`config.mk`:
```
export PLATFORM = sky130hd
export DESIGN_NAME = dtd_decoder
export DESIGN_NICKNAME = d
export VERILOG_FILES = /design/src/verilog/dtd_decoder.v /design/src/verilog/dtd_cost_sel.v
export VERILOG_INCLUDE_DIRS = /design/src /design/src/common
export SDC_FILE = /design/constraint.sdc
export NUM_CORES = 1
export LEC_CHECK = 0
export BUFFER_PORTS_ARGS = -buffer_cell sky130_fd_sc_hd__buf_4
export CORE_MARGIN = 10
export CORE_UTILIZATION = 40
export CTS_CLUSTER_DIAMETER = 100
export DETAILED_ROUTE_END_ITERATION = 6
export GPL_ROUTABILITY_DRIVEN = 0
export PLACE_DENSITY = 0.71
export SYNTH_ARGS = -nofsm -noshare
export SYNTH_HDL_FRONTEND = slang
export SYNTH_HIERARCHICAL = 1
export SYNTH_SLANG_ARGS = --single-unit
```
`constraint.sdc`:
```
create_clock -name clk_i -period 1.9 [get_ports clk_i]
set_input_delay 0.38 -clock clk_i [delete_from_list [all_inputs] [get_ports clk_i]]
set_output_delay 0.38 -clock clk_i [all_outputs]
set_load 0.01 [all_outputs]
```
`src/common/dtd_defines.vh`:
```
`ifndef DTD_DEFINES_VH
`define DTD_DEFINES_VH

// Opcode bytes
`define DTD_OP_MOV_IMM_RM   7'h63
`define DTD_OP_MOV_RM_SEG   8'h8e
`define DTD_OP_MOV_SEG_RM   8'h8c
`define DTD_OP_TABLE_LOOKUP 8'hd7
`define DTD_OP_LOAD_EO      8'h8d
`define DTD_OP_LOAD_FP_DATA  8'hc5
`define DTD_OP_LOAD_FP_EXTRA 8'hc4
`define DTD_OP_FLAGS_TO_ACCH 8'h9f
`define DTD_OP_ACCH_TO_FLAGS 8'h9e
`define DTD_PFX_CODE        8'h2e
`define DTD_PFX_STACK       8'h36
`define DTD_PFX_DATA        8'h3e
`define DTD_PFX_EXTRA       8'h26

// Addressing byte fields
`define DTD_MOD_HI   7
`define DTD_MOD_LO   6
`define DTD_REG_HI   5
`define DTD_REG_LO   3
`define DTD_MOD_REG  2'h3

// Operation codes reported to the execution unit
`define DTD_K_NONE   4'h0
`define DTD_K_MOVIMM 4'h1
`define DTD_K_LDSEG  4'h2
`define DTD_K_STSEG  4'h3
`define DTD_K_TBL    4'h4
`define DTD_K_LEO    4'h5
`define DTD_K_LFPDS  4'h6
`define DTD_K_LFPES  4'h7
`define DTD_K_F2AH   4'h8
`define DTD_K_AH2F   4'h9
`define DTD_K_ILLEGAL 4'hf

// Segment encodings
`define DTD_SEG_EXTRA 2'h0
`define DTD_SEG_CODE  2'h1
`define DTD_SEG_STACK 2'h2
`define DTD_SEG_DATA  2'h3

// Clock counts
`define DTD_CLK_MOVIMM_B 5'h0c
`define DTD_CLK_MOVIMM_W 5'h0d
`define DTD_CLK_LDSEG_R  5'h02
`define DTD_CLK_LDSEG_M  5'h09
`define DTD_CLK_STSEG_R  5'h02
`define DTD_CLK_STSEG_M  5'h0b
`define DTD_CLK_TBL      5'h0b
`define DTD_CLK_LEO      5'h06
`define DTD_CLK_LFP      5'h12
`define DTD_CLK_F2AH     5'h02
`define DTD_CLK_AH2F     5'h03
`define DTD_CLK_PREFIX   5'h02

`endif

```
`src/verilog/dtd_decoder.v`:
```
`include "dtd_defines.vh"

module dtd_decoder (
   input  wire       clk_i,
   input  wire       rst_n_i,
   input  wire [7:0] byte_i,
   input  wire       byte_valid_i,
   output wire       byte_ready_o,
   output reg        op_valid_o,
   input  wire       op_ready_i,
   output reg  [3:0] op_kind_o,
   output reg        op_word_o,
   output reg  [1:0] op_mode_o,
   output reg  [2:0] op_reg_o,
   output reg  [2:0] op_rm_o,
   output reg  [15:0] op_imm_o,
   output reg  [4:0] op_clocks_o,
   output reg        op_seg_ovr_o,
   output reg  [1:0] op_seg_o,
   output reg        pfx_valid_o,
   output reg  [4:0] pfx_clocks_o
);

   // Sequencer states
   localparam ST_OPC   = 3'h0;
   localparam ST_MODRM = 3'h1;
   localparam ST_IMM_L = 3'h2;
   localparam ST_IMM_H = 3'h3;
   localparam ST_OUT   = 3'h4;

   // Classes of a first byte
   localparam CL_PREFIX = 2'h0;
   localparam CL_SINGLE = 2'h1;
   localparam CL_MODRM  = 2'h2;
   localparam CL_BAD    = 2'h3;

   // Sequencer and prefix state
   reg  [2:0]  state;
   reg  [7:0]  opc;
   reg         ovr_pend;
   reg  [1:0]  ovr_seg;

   // Next values of every register
   reg  [2:0]  next_state;
   reg  [7:0]  next_opc;
   reg         next_ovr_pend;
   reg  [1:0]  next_ovr_seg;
   reg         next_op_valid;
   reg  [3:0]  next_op_kind;
   reg         next_op_word;
   reg  [1:0]  next_op_mode;
   reg  [2:0]  next_op_reg;
   reg  [2:0]  next_op_rm;
   reg  [15:0] next_op_imm;
   reg  [4:0]  next_op_clocks;
   reg         next_op_seg_ovr;
   reg  [1:0]  next_op_seg;
   reg         next_pfx_valid;
   reg  [4:0]  next_pfx_clocks;

   // First byte classification
   reg  [1:0]  opc_class;
   reg  [3:0]  single_kind;
   reg  [4:0]  single_clocks;

   // Addressing byte fields and costs
   wire        take;
   wire [1:0]  mb_mode;
   wire [2:0]  mb_reg;
   wire [2:0]  mb_rm;
   wire        mb_is_reg;
   wire [4:0]  ldseg_cost;
   wire [4:0]  stseg_cost;
   wire [4:0]  movimm_cost;

   // Bytes accepted only while assembling an instruction
   assign byte_ready_o = (state != ST_OUT);
   assign take         = byte_valid_i && byte_ready_o;
   assign mb_mode      = byte_i[`DTD_MOD_HI:`DTD_MOD_LO];
   assign mb_reg       = byte_i[`DTD_REG_HI:`DTD_REG_LO];
   assign mb_rm        = byte_i[2:0];
   assign mb_is_reg    = (mb_mode == `DTD_MOD_REG);

   // Width bit of the opcode picks the immediate move cost
   assign movimm_cost  = opc[0] ? `DTD_CLK_MOVIMM_W : `DTD_CLK_MOVIMM_B;

   // Register or memory forms of the segment moves
   dtd_cost_sel u_ldseg (
      .mode_i     (mb_mode),
      .reg_cost_i (`DTD_CLK_LDSEG_R),
      .mem_cost_i (`DTD_CLK_LDSEG_M),
      .cost_o     (ldseg_cost)
   );
   dtd_cost_sel u_stseg (
      .mode_i     (mb_mode),
      .reg_cost_i (`DTD_CLK_STSEG_R),
      .mem_cost_i (`DTD_CLK_STSEG_M),
      .cost_o     (stseg_cost)
   );

   // Sort a first byte: prefix, complete, needs addressing byte, unknown
   always @* begin
      opc_class     = CL_BAD;
      single_kind   = `DTD_K_ILLEGAL;
      single_clocks = 5'h00;
      case (byte_i)
         `DTD_PFX_CODE, `DTD_PFX_STACK,
         `DTD_PFX_DATA, `DTD_PFX_EXTRA: begin
            opc_class = CL_PREFIX;
         end
         `DTD_OP_TABLE_LOOKUP: begin
            opc_class     = CL_SINGLE;
            single_kind   = `DTD_K_TBL;
            single_clocks = `DTD_CLK_TBL;
         end
         `DTD_OP_FLAGS_TO_ACCH: begin
            opc_class     = CL_SINGLE;
            single_kind   = `DTD_K_F2AH;
            single_clocks = `DTD_CLK_F2AH;
         end
         `DTD_OP_ACCH_TO_FLAGS: begin
            opc_class     = CL_SINGLE;
            single_kind   = `DTD_K_AH2F;
            single_clocks = `DTD_CLK_AH2F;
         end
         `DTD_OP_MOV_RM_SEG, `DTD_OP_MOV_SEG_RM, `DTD_OP_LOAD_EO,
         `DTD_OP_LOAD_FP_DATA, `DTD_OP_LOAD_FP_EXTRA,
         {`DTD_OP_MOV_IMM_RM, 1'b0}, {`DTD_OP_MOV_IMM_RM, 1'b1}: begin
            opc_class = CL_MODRM;
         end
         default: begin
            opc_class = CL_BAD;
         end
      endcase
   end

   // Next state and result of the decode sequencer
   always @* begin
      next_state      = state;
      next_opc        = opc;
      next_ovr_pend   = ovr_pend;
      next_ovr_seg    = ovr_seg;
      next_op_valid   = op_valid_o;
      next_op_kind    = op_kind_o;
      next_op_word    = op_word_o;
      next_op_mode    = op_mode_o;
      next_op_reg     = op_reg_o;
      next_op_rm      = op_rm_o;
      next_op_imm     = op_imm_o;
      next_op_clocks  = op_clocks_o;
      next_op_seg_ovr = op_seg_ovr_o;
      next_op_seg     = op_seg_o;
      next_pfx_valid  = 1'b0;
      next_pfx_clocks = pfx_clocks_o;
      case (state)
         ST_OPC: begin
            if (take) begin
               next_opc     = byte_i;
               next_op_word = byte_i[0];
               next_op_imm  = 16'h0000;
               next_op_mode = 2'h0;
               next_op_reg  = 3'h0;
               next_op_rm   = 3'h0;
               case (opc_class)
                  CL_PREFIX: begin
                     // A later prefix replaces an earlier one
                     next_ovr_pend   = 1'b1;
                     next_ovr_seg    = byte_i[4:3];
                     next_pfx_valid  = 1'b1;
                     next_pfx_clocks = `DTD_CLK_PREFIX;
                  end
                  CL_SINGLE: begin
                     next_op_kind   = single_kind;
                     next_op_word   = 1'b0;
                     next_op_clocks = single_clocks;
                     next_state     = ST_OUT;
                  end
                  CL_MODRM: begin
                     next_state = ST_MODRM;
                  end
                  default: begin
                     next_op_kind   = `DTD_K_ILLEGAL;
                     next_op_clocks = 5'h00;
                     next_state     = ST_OUT;
                  end
               endcase
            end
         end
         ST_MODRM: begin
            if (take) begin
               next_op_mode = mb_mode;
               next_op_reg  = mb_reg;
               next_op_rm   = mb_rm;
               next_op_word = 1'b1;
               next_state   = ST_OUT;
               case (opc)
                  `DTD_OP_MOV_RM_SEG: begin
                     // Segment field top bit must be zero
                     if (mb_reg[2]) begin
                        next_op_kind   = `DTD_K_ILLEGAL;
                        next_op_clocks = 5'h00;
                     end else begin
                        next_op_kind   = `DTD_K_LDSEG;
                        next_op_clocks = ldseg_cost;
                     end
                  end
                  `DTD_OP_MOV_SEG_RM: begin
                     if (mb_reg[2]) begin
                        next_op_kind   = `DTD_K_ILLEGAL;
                        next_op_clocks = 5'h00;
                     end else begin
                        next_op_kind   = `DTD_K_STSEG;
                        next_op_clocks = stseg_cost;
                     end
                  end
                  `DTD_OP_LOAD_EO: begin
                     next_op_kind   = `DTD_K_LEO;
                     next_op_clocks = `DTD_CLK_LEO;
                  end
                  `DTD_OP_LOAD_FP_DATA: begin
                     // Far pointer needs a memory operand
                     if (mb_is_reg) begin
                        next_op_kind   = `DTD_K_ILLEGAL;
                        next_op_clocks = 5'h00;
                     end else begin
                        next_op_kind   = `DTD_K_LFPDS;
                        next_op_clocks = `DTD_CLK_LFP;
                     end
                  end
                  `DTD_OP_LOAD_FP_EXTRA: begin
                     if (mb_is_reg) begin
                        next_op_kind   = `DTD_K_ILLEGAL;
                        next_op_clocks = 5'h00;
                     end else begin
                        next_op_kind   = `DTD_K_LFPES;
                        next_op_clocks = `DTD_CLK_LFP;
                     end
                  end
                  default: begin
                     // Immediate move needs reg field 000
                     next_op_word = opc[0];
                     if (mb_reg == 3'h0) begin
                        next_op_kind   = `DTD_K_MOVIMM;
                        next_op_clocks = movimm_cost;
                        next_state     = ST_IMM_L;
                     end else begin
                        next_op_kind   = `DTD_K_ILLEGAL;
                        next_op_clocks = 5'h00;
                     end
                  end
               endcase
            end
         end
         ST_IMM_L: begin
            if (take) begin
               next_op_imm[7:0] = byte_i;
               next_state       = opc[0] ? ST_IMM_H : ST_OUT;
            end
         end
         ST_IMM_H: begin
            if (take) begin
               next_op_imm[15:8] = byte_i;
               next_state        = ST_OUT;
            end
         end
         ST_OUT: begin
            // Present result until execution unit accepts it
            if (!op_valid_o) begin
               next_op_valid   = 1'b1;
               next_op_seg_ovr = ovr_pend;
               next_op_seg     = ovr_seg;
            end else if (op_ready_i) begin
               next_op_valid = 1'b0;
               next_ovr_pend = 1'b0; // Override spent on this operand
               next_state    = ST_OPC;
            end
         end
         default: begin
            next_state = ST_OPC;
         end
      endcase
   end

   // State and result registers
   always @(posedge clk_i) begin
      if (!rst_n_i) begin
         state        <= ST_OPC;
         opc          <= 8'h00;
         ovr_pend     <= 1'b0;
         ovr_seg      <= `DTD_SEG_DATA;
         op_valid_o   <= 1'b0;
         op_kind_o    <= `DTD_K_NONE;
         op_word_o    <= 1'b0;
         op_mode_o    <= 2'h0;
         op_reg_o     <= 3'h0;
         op_rm_o      <= 3'h0;
         op_imm_o     <= 16'h0000;
         op_clocks_o  <= 5'h00;
         op_seg_ovr_o <= 1'b0;
         op_seg_o     <= 2'h0;
         pfx_valid_o  <= 1'b0;
         pfx_clocks_o <= 5'h00;
      end else begin
         state        <= next_state;
         opc          <= next_opc;
         ovr_pend     <= next_ovr_pend;
         ovr_seg      <= next_ovr_seg;
         op_valid_o   <= next_op_valid;
         op_kind_o    <= next_op_kind;
         op_word_o    <= next_op_word;
         op_mode_o    <= next_op_mode;
         op_reg_o     <= next_op_reg;
         op_rm_o      <= next_op_rm;
         op_imm_o     <= next_op_imm;
         op_clocks_o  <= next_op_clocks;
         op_seg_ovr_o <= next_op_seg_ovr;
         op_seg_o     <= next_op_seg;
         pfx_valid_o  <= next_pfx_valid;
         pfx_clocks_o <= next_pfx_clocks;
      end
   end

endmodule // dtd_decoder

```
`src/verilog/dtd_cost_sel.v`:
```
`include "dtd_defines.vh"

// Picks register or memory clock count from the addressing mode
module dtd_cost_sel (
   input  wire [1:0] mode_i,
   input  wire [4:0] reg_cost_i,
   input  wire [4:0] mem_cost_i,
   output wire [4:0] cost_o
);

   // Mode 11 names a register operand
   assign cost_o = (mode_i == `DTD_MOD_REG) ? reg_cost_i : mem_cost_i;

endmodule // dtd_cost_sel

```
==> reports/results.ini, run 1 <==
[power]
switching_share = 0.265
power.total_mw = 2.34
internal_power_mw = 1.72
clockPowerShare = 0.330
p_leak_nw = 1.36
pwr-share-comb = 0.158
power_density_nw_per_um2 = 674
ir_worst_vdd_uv = 405
p_seq_frac = 0.512
switchingPower_uw = 619

[detailed_routing]
firstDrtPassIters = 4
vias = 2657
ant_nets = 0
vias_per_cell = 5.38
wl_um = 7860
wl_per_cell_um = 15.9
drtIter0Drc = 181
drc = 0

[worst_hold_path]
hp-start = rst_n_i
min_path_cells = 2
min-delay-path-class = in -> reg
worstHoldEndpoint = ovr_seg[0]

[clocking]
htree_levels = 2
clock_path_buffers = 2
ctsHoldBuffers = 0
cts_made_buffers = 5
cts_root_buf = clkbuf_8
clk_pin_slew_worst_paths_ns = 0.10
cts_tree = done
cts_sinks = 54
post_cts_buffers = 0
clock_latency_ns = 0.31

[placement]
io_buffers = 52
hpwl_um = 5870
dp_cells = 486
post-place-ws_ns = 0.0360
placed_cell_area_um2 = 3350

[yosys]
synthArstFlopShare = 0
syn_area_um2 = 2730
synth-seq-cells = 54
yosys_warnings = 6
synth_most_common_cell = nand2_1
ys_types = 57
synth.avg_cell_area_um2 = 8.10
synthTopCellsByArea = dfxtp_1, nand2_1, a21oi_1
synthCells = 337
yosysSeqAreaShare = 0.396
yosys.area.top_type_share = 0.396
synth_top_area_cell = dfxtp_1
synth_edf_count = 0
synth_common_cells = nand2_1, dfxtp_1, a21oi_1
synth_flop_cell = dfxtp_1

[global_route]
grt.met3_usage = 0.0382
grt_util_met2 = 0.251
grt_pass1_wl_um = 13000
grt_use_met1 = 0.186
busiest_layer = met2
overflow = 0
grt_max_degree = 33
first_global_vias = 2652
track_usage = 0.151
antenna_found_initial = 0

[sta]
fin_hold_ws_ns = 0.317
slew-limit-headroom = 0.655
fin_skew_ns = 0.00921
finalSetupViolCount = 0
worstMarginPinSlew_ns = 0.515
hold_viol_final = 0
fin_crit_ns = 1.78
finalSetupTns_ns = 0
rsz0062_at_grt = no
finalCritPeriodShare = 0.938
drv_slew = 0
fin_ws_ns = 0.118
max_freq_ghz = 0.561

[die]
core_area_um2 = 6720
fp-row-count = 30
start_util = 0.406
die_h_um = 103
die_w_um = 103
ios = 57
dieArea_um2 = 10500

[layout]
final_nets = 425
drive_gt1_frac = 0.254
syn2layout_area_growth_pct = 26.9
fin_cells = 494
diodes = 0
fin_area_um2 = 3470
final_util = 0.516

[status]
outcome = finished, final reports clean

[critical_path]
r2r-end = op_kind_o[2]
ff2ff_path_depth = 5
worstPathArrival_ns = 1.97
crit_path_max_fanout = 8
cp-end-kind = register
r2r_slack_ns = 0.12
r2r-start = opc[6]
cp_data_required_time_ns = 2.09
path_class = reg -> reg
start_kind = register

[flow_run]
drv_cap = 0

[critical path, stage by stage (launching register included)]
cell	delay [ns]
dfxtp_1	0.39
or3b_4	0.41
a221oi_4	0.28
o221ai_1	0.17
o21ai_0	0.29
o22ai_1	0.13
[how the worst max path moves through the flow]
stage	from	end	cells after the start
after global placement	byte_i[5]	op_kind_o[3]	5
after detailed placement	byte_i[5]	op_clocks_o[1]	5
after global routing	opc[3]	op_clocks_o[0]	6
final	opc[6]	op_kind_o[2]	5
after CTS	state[0]	byte_ready_o	4
after floorplan	byte_i[6]	op_clocks_o[2]	6
[registers in the layout, indices dropped and copies added (netlist names)]
name	flops
pfx_clocks_o	1
ovr_pend	1
op_valid_o	1
op_kind_o	4
op_rm_o	3
pfx_valid_o	1
op_clocks_o	5
op_seg_ovr_o	1
ovr_seg	2
op_imm_o	16
op_seg_o	2
opc	8
op_mode_o	2
state	3
op_word_o	1
op_reg_o	3
[timing repair]
action	in CTS	in global routing
setup endpoints to repair	1	1
resized for setup	1	1
cloned	0	0
endpoints found under the hold margin	0	0
[final cells by class]
| class | instances | area (um2) |
|---|---|---|
| inverters | 4 | 15.0 |
| fillers | 636 | 3250 |
| flip-flops and latches | 54 | 1080 |
| well taps | 80 | 100 |
| repair buffers | 75 | 576 |
| clock buffers | 7 | 76.3 |
| clock inverters | 1 | 30.0 |
| multi-input cells | 273 | 1590 |
[layout by cell type, fill, tap and decap left out, types with 10 or more instances in the layout]
cell,synthesis,routed
buf_4,4,74
nor2_1,20,19
conb_1,2,24
nor3_1,10,10
nand2_1,55,55
a21oi_1,40,40
mux2_2,12,12
dfxtp_1,54,54
nand3_1,22,22
[power by group through the flow]
stage / Combinational, mW / Clock [mW] / Sequential, mW
6_report: 0.370 / 0.772 / 1.20
5_1_grt: 0.408 / 0.823 / 1.20
4_1_cts: 0.369 / 0.783 / 1.20
3_5_place_dp: 0.368 / 0 / 1.22
3_3_place_gp: 0.365 / 0 / 1.22
2_1_floorplan: 0.226 / 0 / 1.22
[kinds of logic (layout without fill, tap and decap cells)]
group	after synthesis	after routing	share of synthesized area
AOI/OAI and AO/OA	89	89	0.216
xor gates and xnor gates	1	1	0.00321
buffers and inverters	32	87	0.0555
DFF	54	54	0.396
muxes	16	16	0.0642
other	2	24	0.00275
and+or+nand+nor	143	143	0.262
[per-layer routing]
layer  vias to the layer above  routed length, um  part of all wire
met2                        77               3760              0.48
met4                         0                126             0.016
met3                        11                531             0.068
met1                      1238               3440              0.44
met5                         -                  0                 0
li1                       1331                  -                 -
(Power assumes the default switching activity.)
==> run 2: changes to the inputs <==
BUFFER_PORTS_ARGS = -buffer_cell sky130_fd_sc_hd__buf_2   (was -buffer_cell sky130_fd_sc_hd__buf_4)
==> reports/results.ini, run 2 (same netlist as run 1, synthesis figures left out) <==
[status]
outcome = finished, final reports clean  ; unchanged

[layout]
layout.filler_cells = 669  ; was 636
largestRegisters = op_imm_o: 16 flops, opc: 8 flops, op_clocks_o: 5 flops  ; unchanged
final_cell_mix = nand2_1, buf_2, dfxtp_1, a21oi_1  ; was buf_4, nand2_1, dfxtp_1, a21oi_1, conb_1
multiInputGateArea_um2 = 1590  ; about the same
final_nets = 426  ; was 425
syn2layout_area_growth_pct = 21.4  ; was 26.9%
regMostFlops = op_imm_o  ; unchanged
fin_area_um2 = 3320  ; was 3470 um2
largest_reg_flops = 16  ; unchanged
drive_gt1_frac = 0.265  ; was 0.254
layout_commonest_cell = nand2_1  ; was buf_4
regArea_um2 = 1080  ; about the same
diodes = 0  ; unchanged

[clocking]
cts_root_buf = clkbuf_8  ; unchanged
clock_path_buffers = 2  ; unchanged
htree_levels = 2  ; unchanged
cts_made_buffers = 5  ; unchanged
clock_latency_ns = 0.31  ; about the same
cts_sinks = 54  ; unchanged
post_cts_buffers = 0  ; unchanged
clk_pin_slew_worst_paths_ns = 0.09  ; was 0.10 ns
ctsHoldBuffers = 0  ; unchanged
cts_tree = done  ; unchanged

[placement]
post-place-ws_ns = 0.0200  ; was 0.0360 ns
placed_cell_area_um2 = 3220  ; was 3350 um2
io_buffers = 52  ; unchanged
hpwl_um = 5930  ; was 5870 um

[critical_path]
path_class = reg -> reg  ; unchanged
r2r-start = opc[3]  ; was opc[6]
path_cells = or3b_4 -> a221oi_4 -> nor3_1 -> a221oi_1 -> a21oi_1  ; was or3b_4 -> a221oi_4 -> o221ai_1 -> o21ai_0 -> o22ai_1
start_kind = register  ; unchanged
critPathBufInv = 0  ; unchanged
r2r_slack_ns = 0.16  ; was 0.12 ns
ff2ff_path_depth = 5  ; unchanged
critPathMaxStageDelay_ns = 0.40  ; was 0.41 ns
slowest_stage = or3b_4  ; unchanged
worstPathArrival_ns = 1.94  ; was 1.97 ns
r2r-end = op_clocks_o[0]  ; was op_kind_o[2]
cp_data_required_time_ns = 2.10  ; was 2.09 ns
crit_path_max_fanout = 8  ; unchanged
cp-end-kind = register  ; unchanged
crit_family = compound AO/OA/AOI/OAI gates  ; unchanged

[detailed_routing]
wl_um = 7940  ; was 7860 um
firstDrtPassIters = 4  ; unchanged
vias_per_cell = 5.45  ; was 5.38
vias = 2697  ; was 2657
wl_per_cell_um = 16.0  ; was 15.9 um
ant_nets = 0  ; unchanged
drtIter0Drc = 219  ; was 181
drc = 0  ; unchanged

[worst_hold_path]
min-delay-path-class = in -> reg  ; unchanged
hp-start = rst_n_i  ; unchanged
min_path_cells = 2  ; unchanged
worstHoldEndpoint = ovr_seg[0]  ; unchanged

[global_route]
grt_max_degree = 29  ; was 33
grt_pass1_wl_um = 12700  ; was 13000 um
antenna_found_initial = 0  ; unchanged
overflow = 0  ; unchanged
first_global_vias = 2627  ; was 2652
track_usage = 0.151  ; about the same

[die]
fp-row-count = 30  ; unchanged
start_util = 0.406  ; unchanged
die_w_um = 103  ; unchanged
dieArea_um2 = 10500  ; unchanged
die_h_um = 103  ; unchanged
core_area_um2 = 6720  ; unchanged
ios = 57  ; unchanged

[sta]
fin_crit_ns = 1.74  ; was 1.78 ns
hold_viol_final = 0  ; unchanged
slew-limit-headroom = 0.660  ; was 0.655
fin_ws_ns = 0.162  ; was 0.118 ns
max_freq_ghz = 0.575  ; was 0.561 GHz
rsz0062_at_grt = no  ; unchanged
finalSetupViolCount = 0  ; unchanged
finalSetupTns_ns = 0  ; unchanged
fin_skew_ns = 0.00460  ; was 0.00921 ns
drv_slew = 0  ; unchanged
finalCritPeriodShare = 0.915  ; was 0.938
fin_hold_ws_ns = 0.356  ; was 0.317 ns
worstMarginPinSlew_ns = 0.508  ; was 0.515 ns

[power]
ir_worst_vdd_uv = 480  ; was 405 uV
power.total_mw = 2.18  ; was 2.34 mW
power_density_nw_per_um2 = 659  ; was 674 nW/um2
p_leak_nw = 1.34  ; was 1.36 nW

[flow_run]
drv_cap = 0  ; unchanged

## run 2: cell types whose count changed in the layout (fill, tap and decap cells not counted), moves of 2 or more
cell / change
buf_2: +52
buf_4: -50
dfxtp_1: -2
dfxtp_2: +2
## run 2: area by class of cell
cell class	instances	area share
clock inverter	2	0.00415
multi-input combinational	273	0.480
sequential	54	0.327
tap	80	0.0302
clock buffer	6	0.0219
inverter	4	0.00453
timing repair buffer	76	0.133
## run 2: through the flow
step                cells   util
floorplan             359      -
global placement      487  0.479
detailed placement    487  0.479
CTS                   495  0.492
global route          495  0.493
finish                495  0.493
## run 2: metal layers
layer	part of all wire	vias up	GRT usage
met5	0	-	0
met4	0.011	0	0.0456
met3	0.062	7	0.0375
met2	0.49	80	0.260
met1	0.43	1279	0.179
li1	-	1331	-
## run 2: power by group
part	total [mW]	internal [mW]	switching [mW]
clock network	0.634	0.261	0.373
logic	0.354	0.137	0.217
registers	1.20	1.17	0.0287
## run 2: worst max-delay path by stage
| stage | from | to | slack [ns] | cells after the start |
|---|---|---|---|---|
| after floorplan | byte_i[6] | op_clocks_o[2] | 0.19 | 6 |
| after global placement | byte_i[5] | op_clocks_o[1] | 0.07 | 5 |
| after detailed placement | byte_i[3] | op_kind_o[3] | 0.02 | 6 |
| after CTS | state[0] | byte_ready_o | 0.05 | 4 |
| after global routing | opc[3] | op_clocks_o[0] | 0.008 | 5 |
| final | opc[3] | op_clocks_o[0] | 0.16 | 5 |
## run 2: what timing repair did
action | 4_1_cts | 5_1_grt
endpoints found under the hold margin | 0 | 0
endpoints found under the setup margin | 1 | 5
gates resized for setup | 1 | 4
pin swaps | 0 | 0
## run 2: worst register-to-register path, stage by stage (launching register included)
cell	delay, ns
dfxtp_2	0.39
or3b_4	0.40
a221oi_4	0.29
nor3_1	0.14
a221oi_1	0.31
a21oi_1	0.10
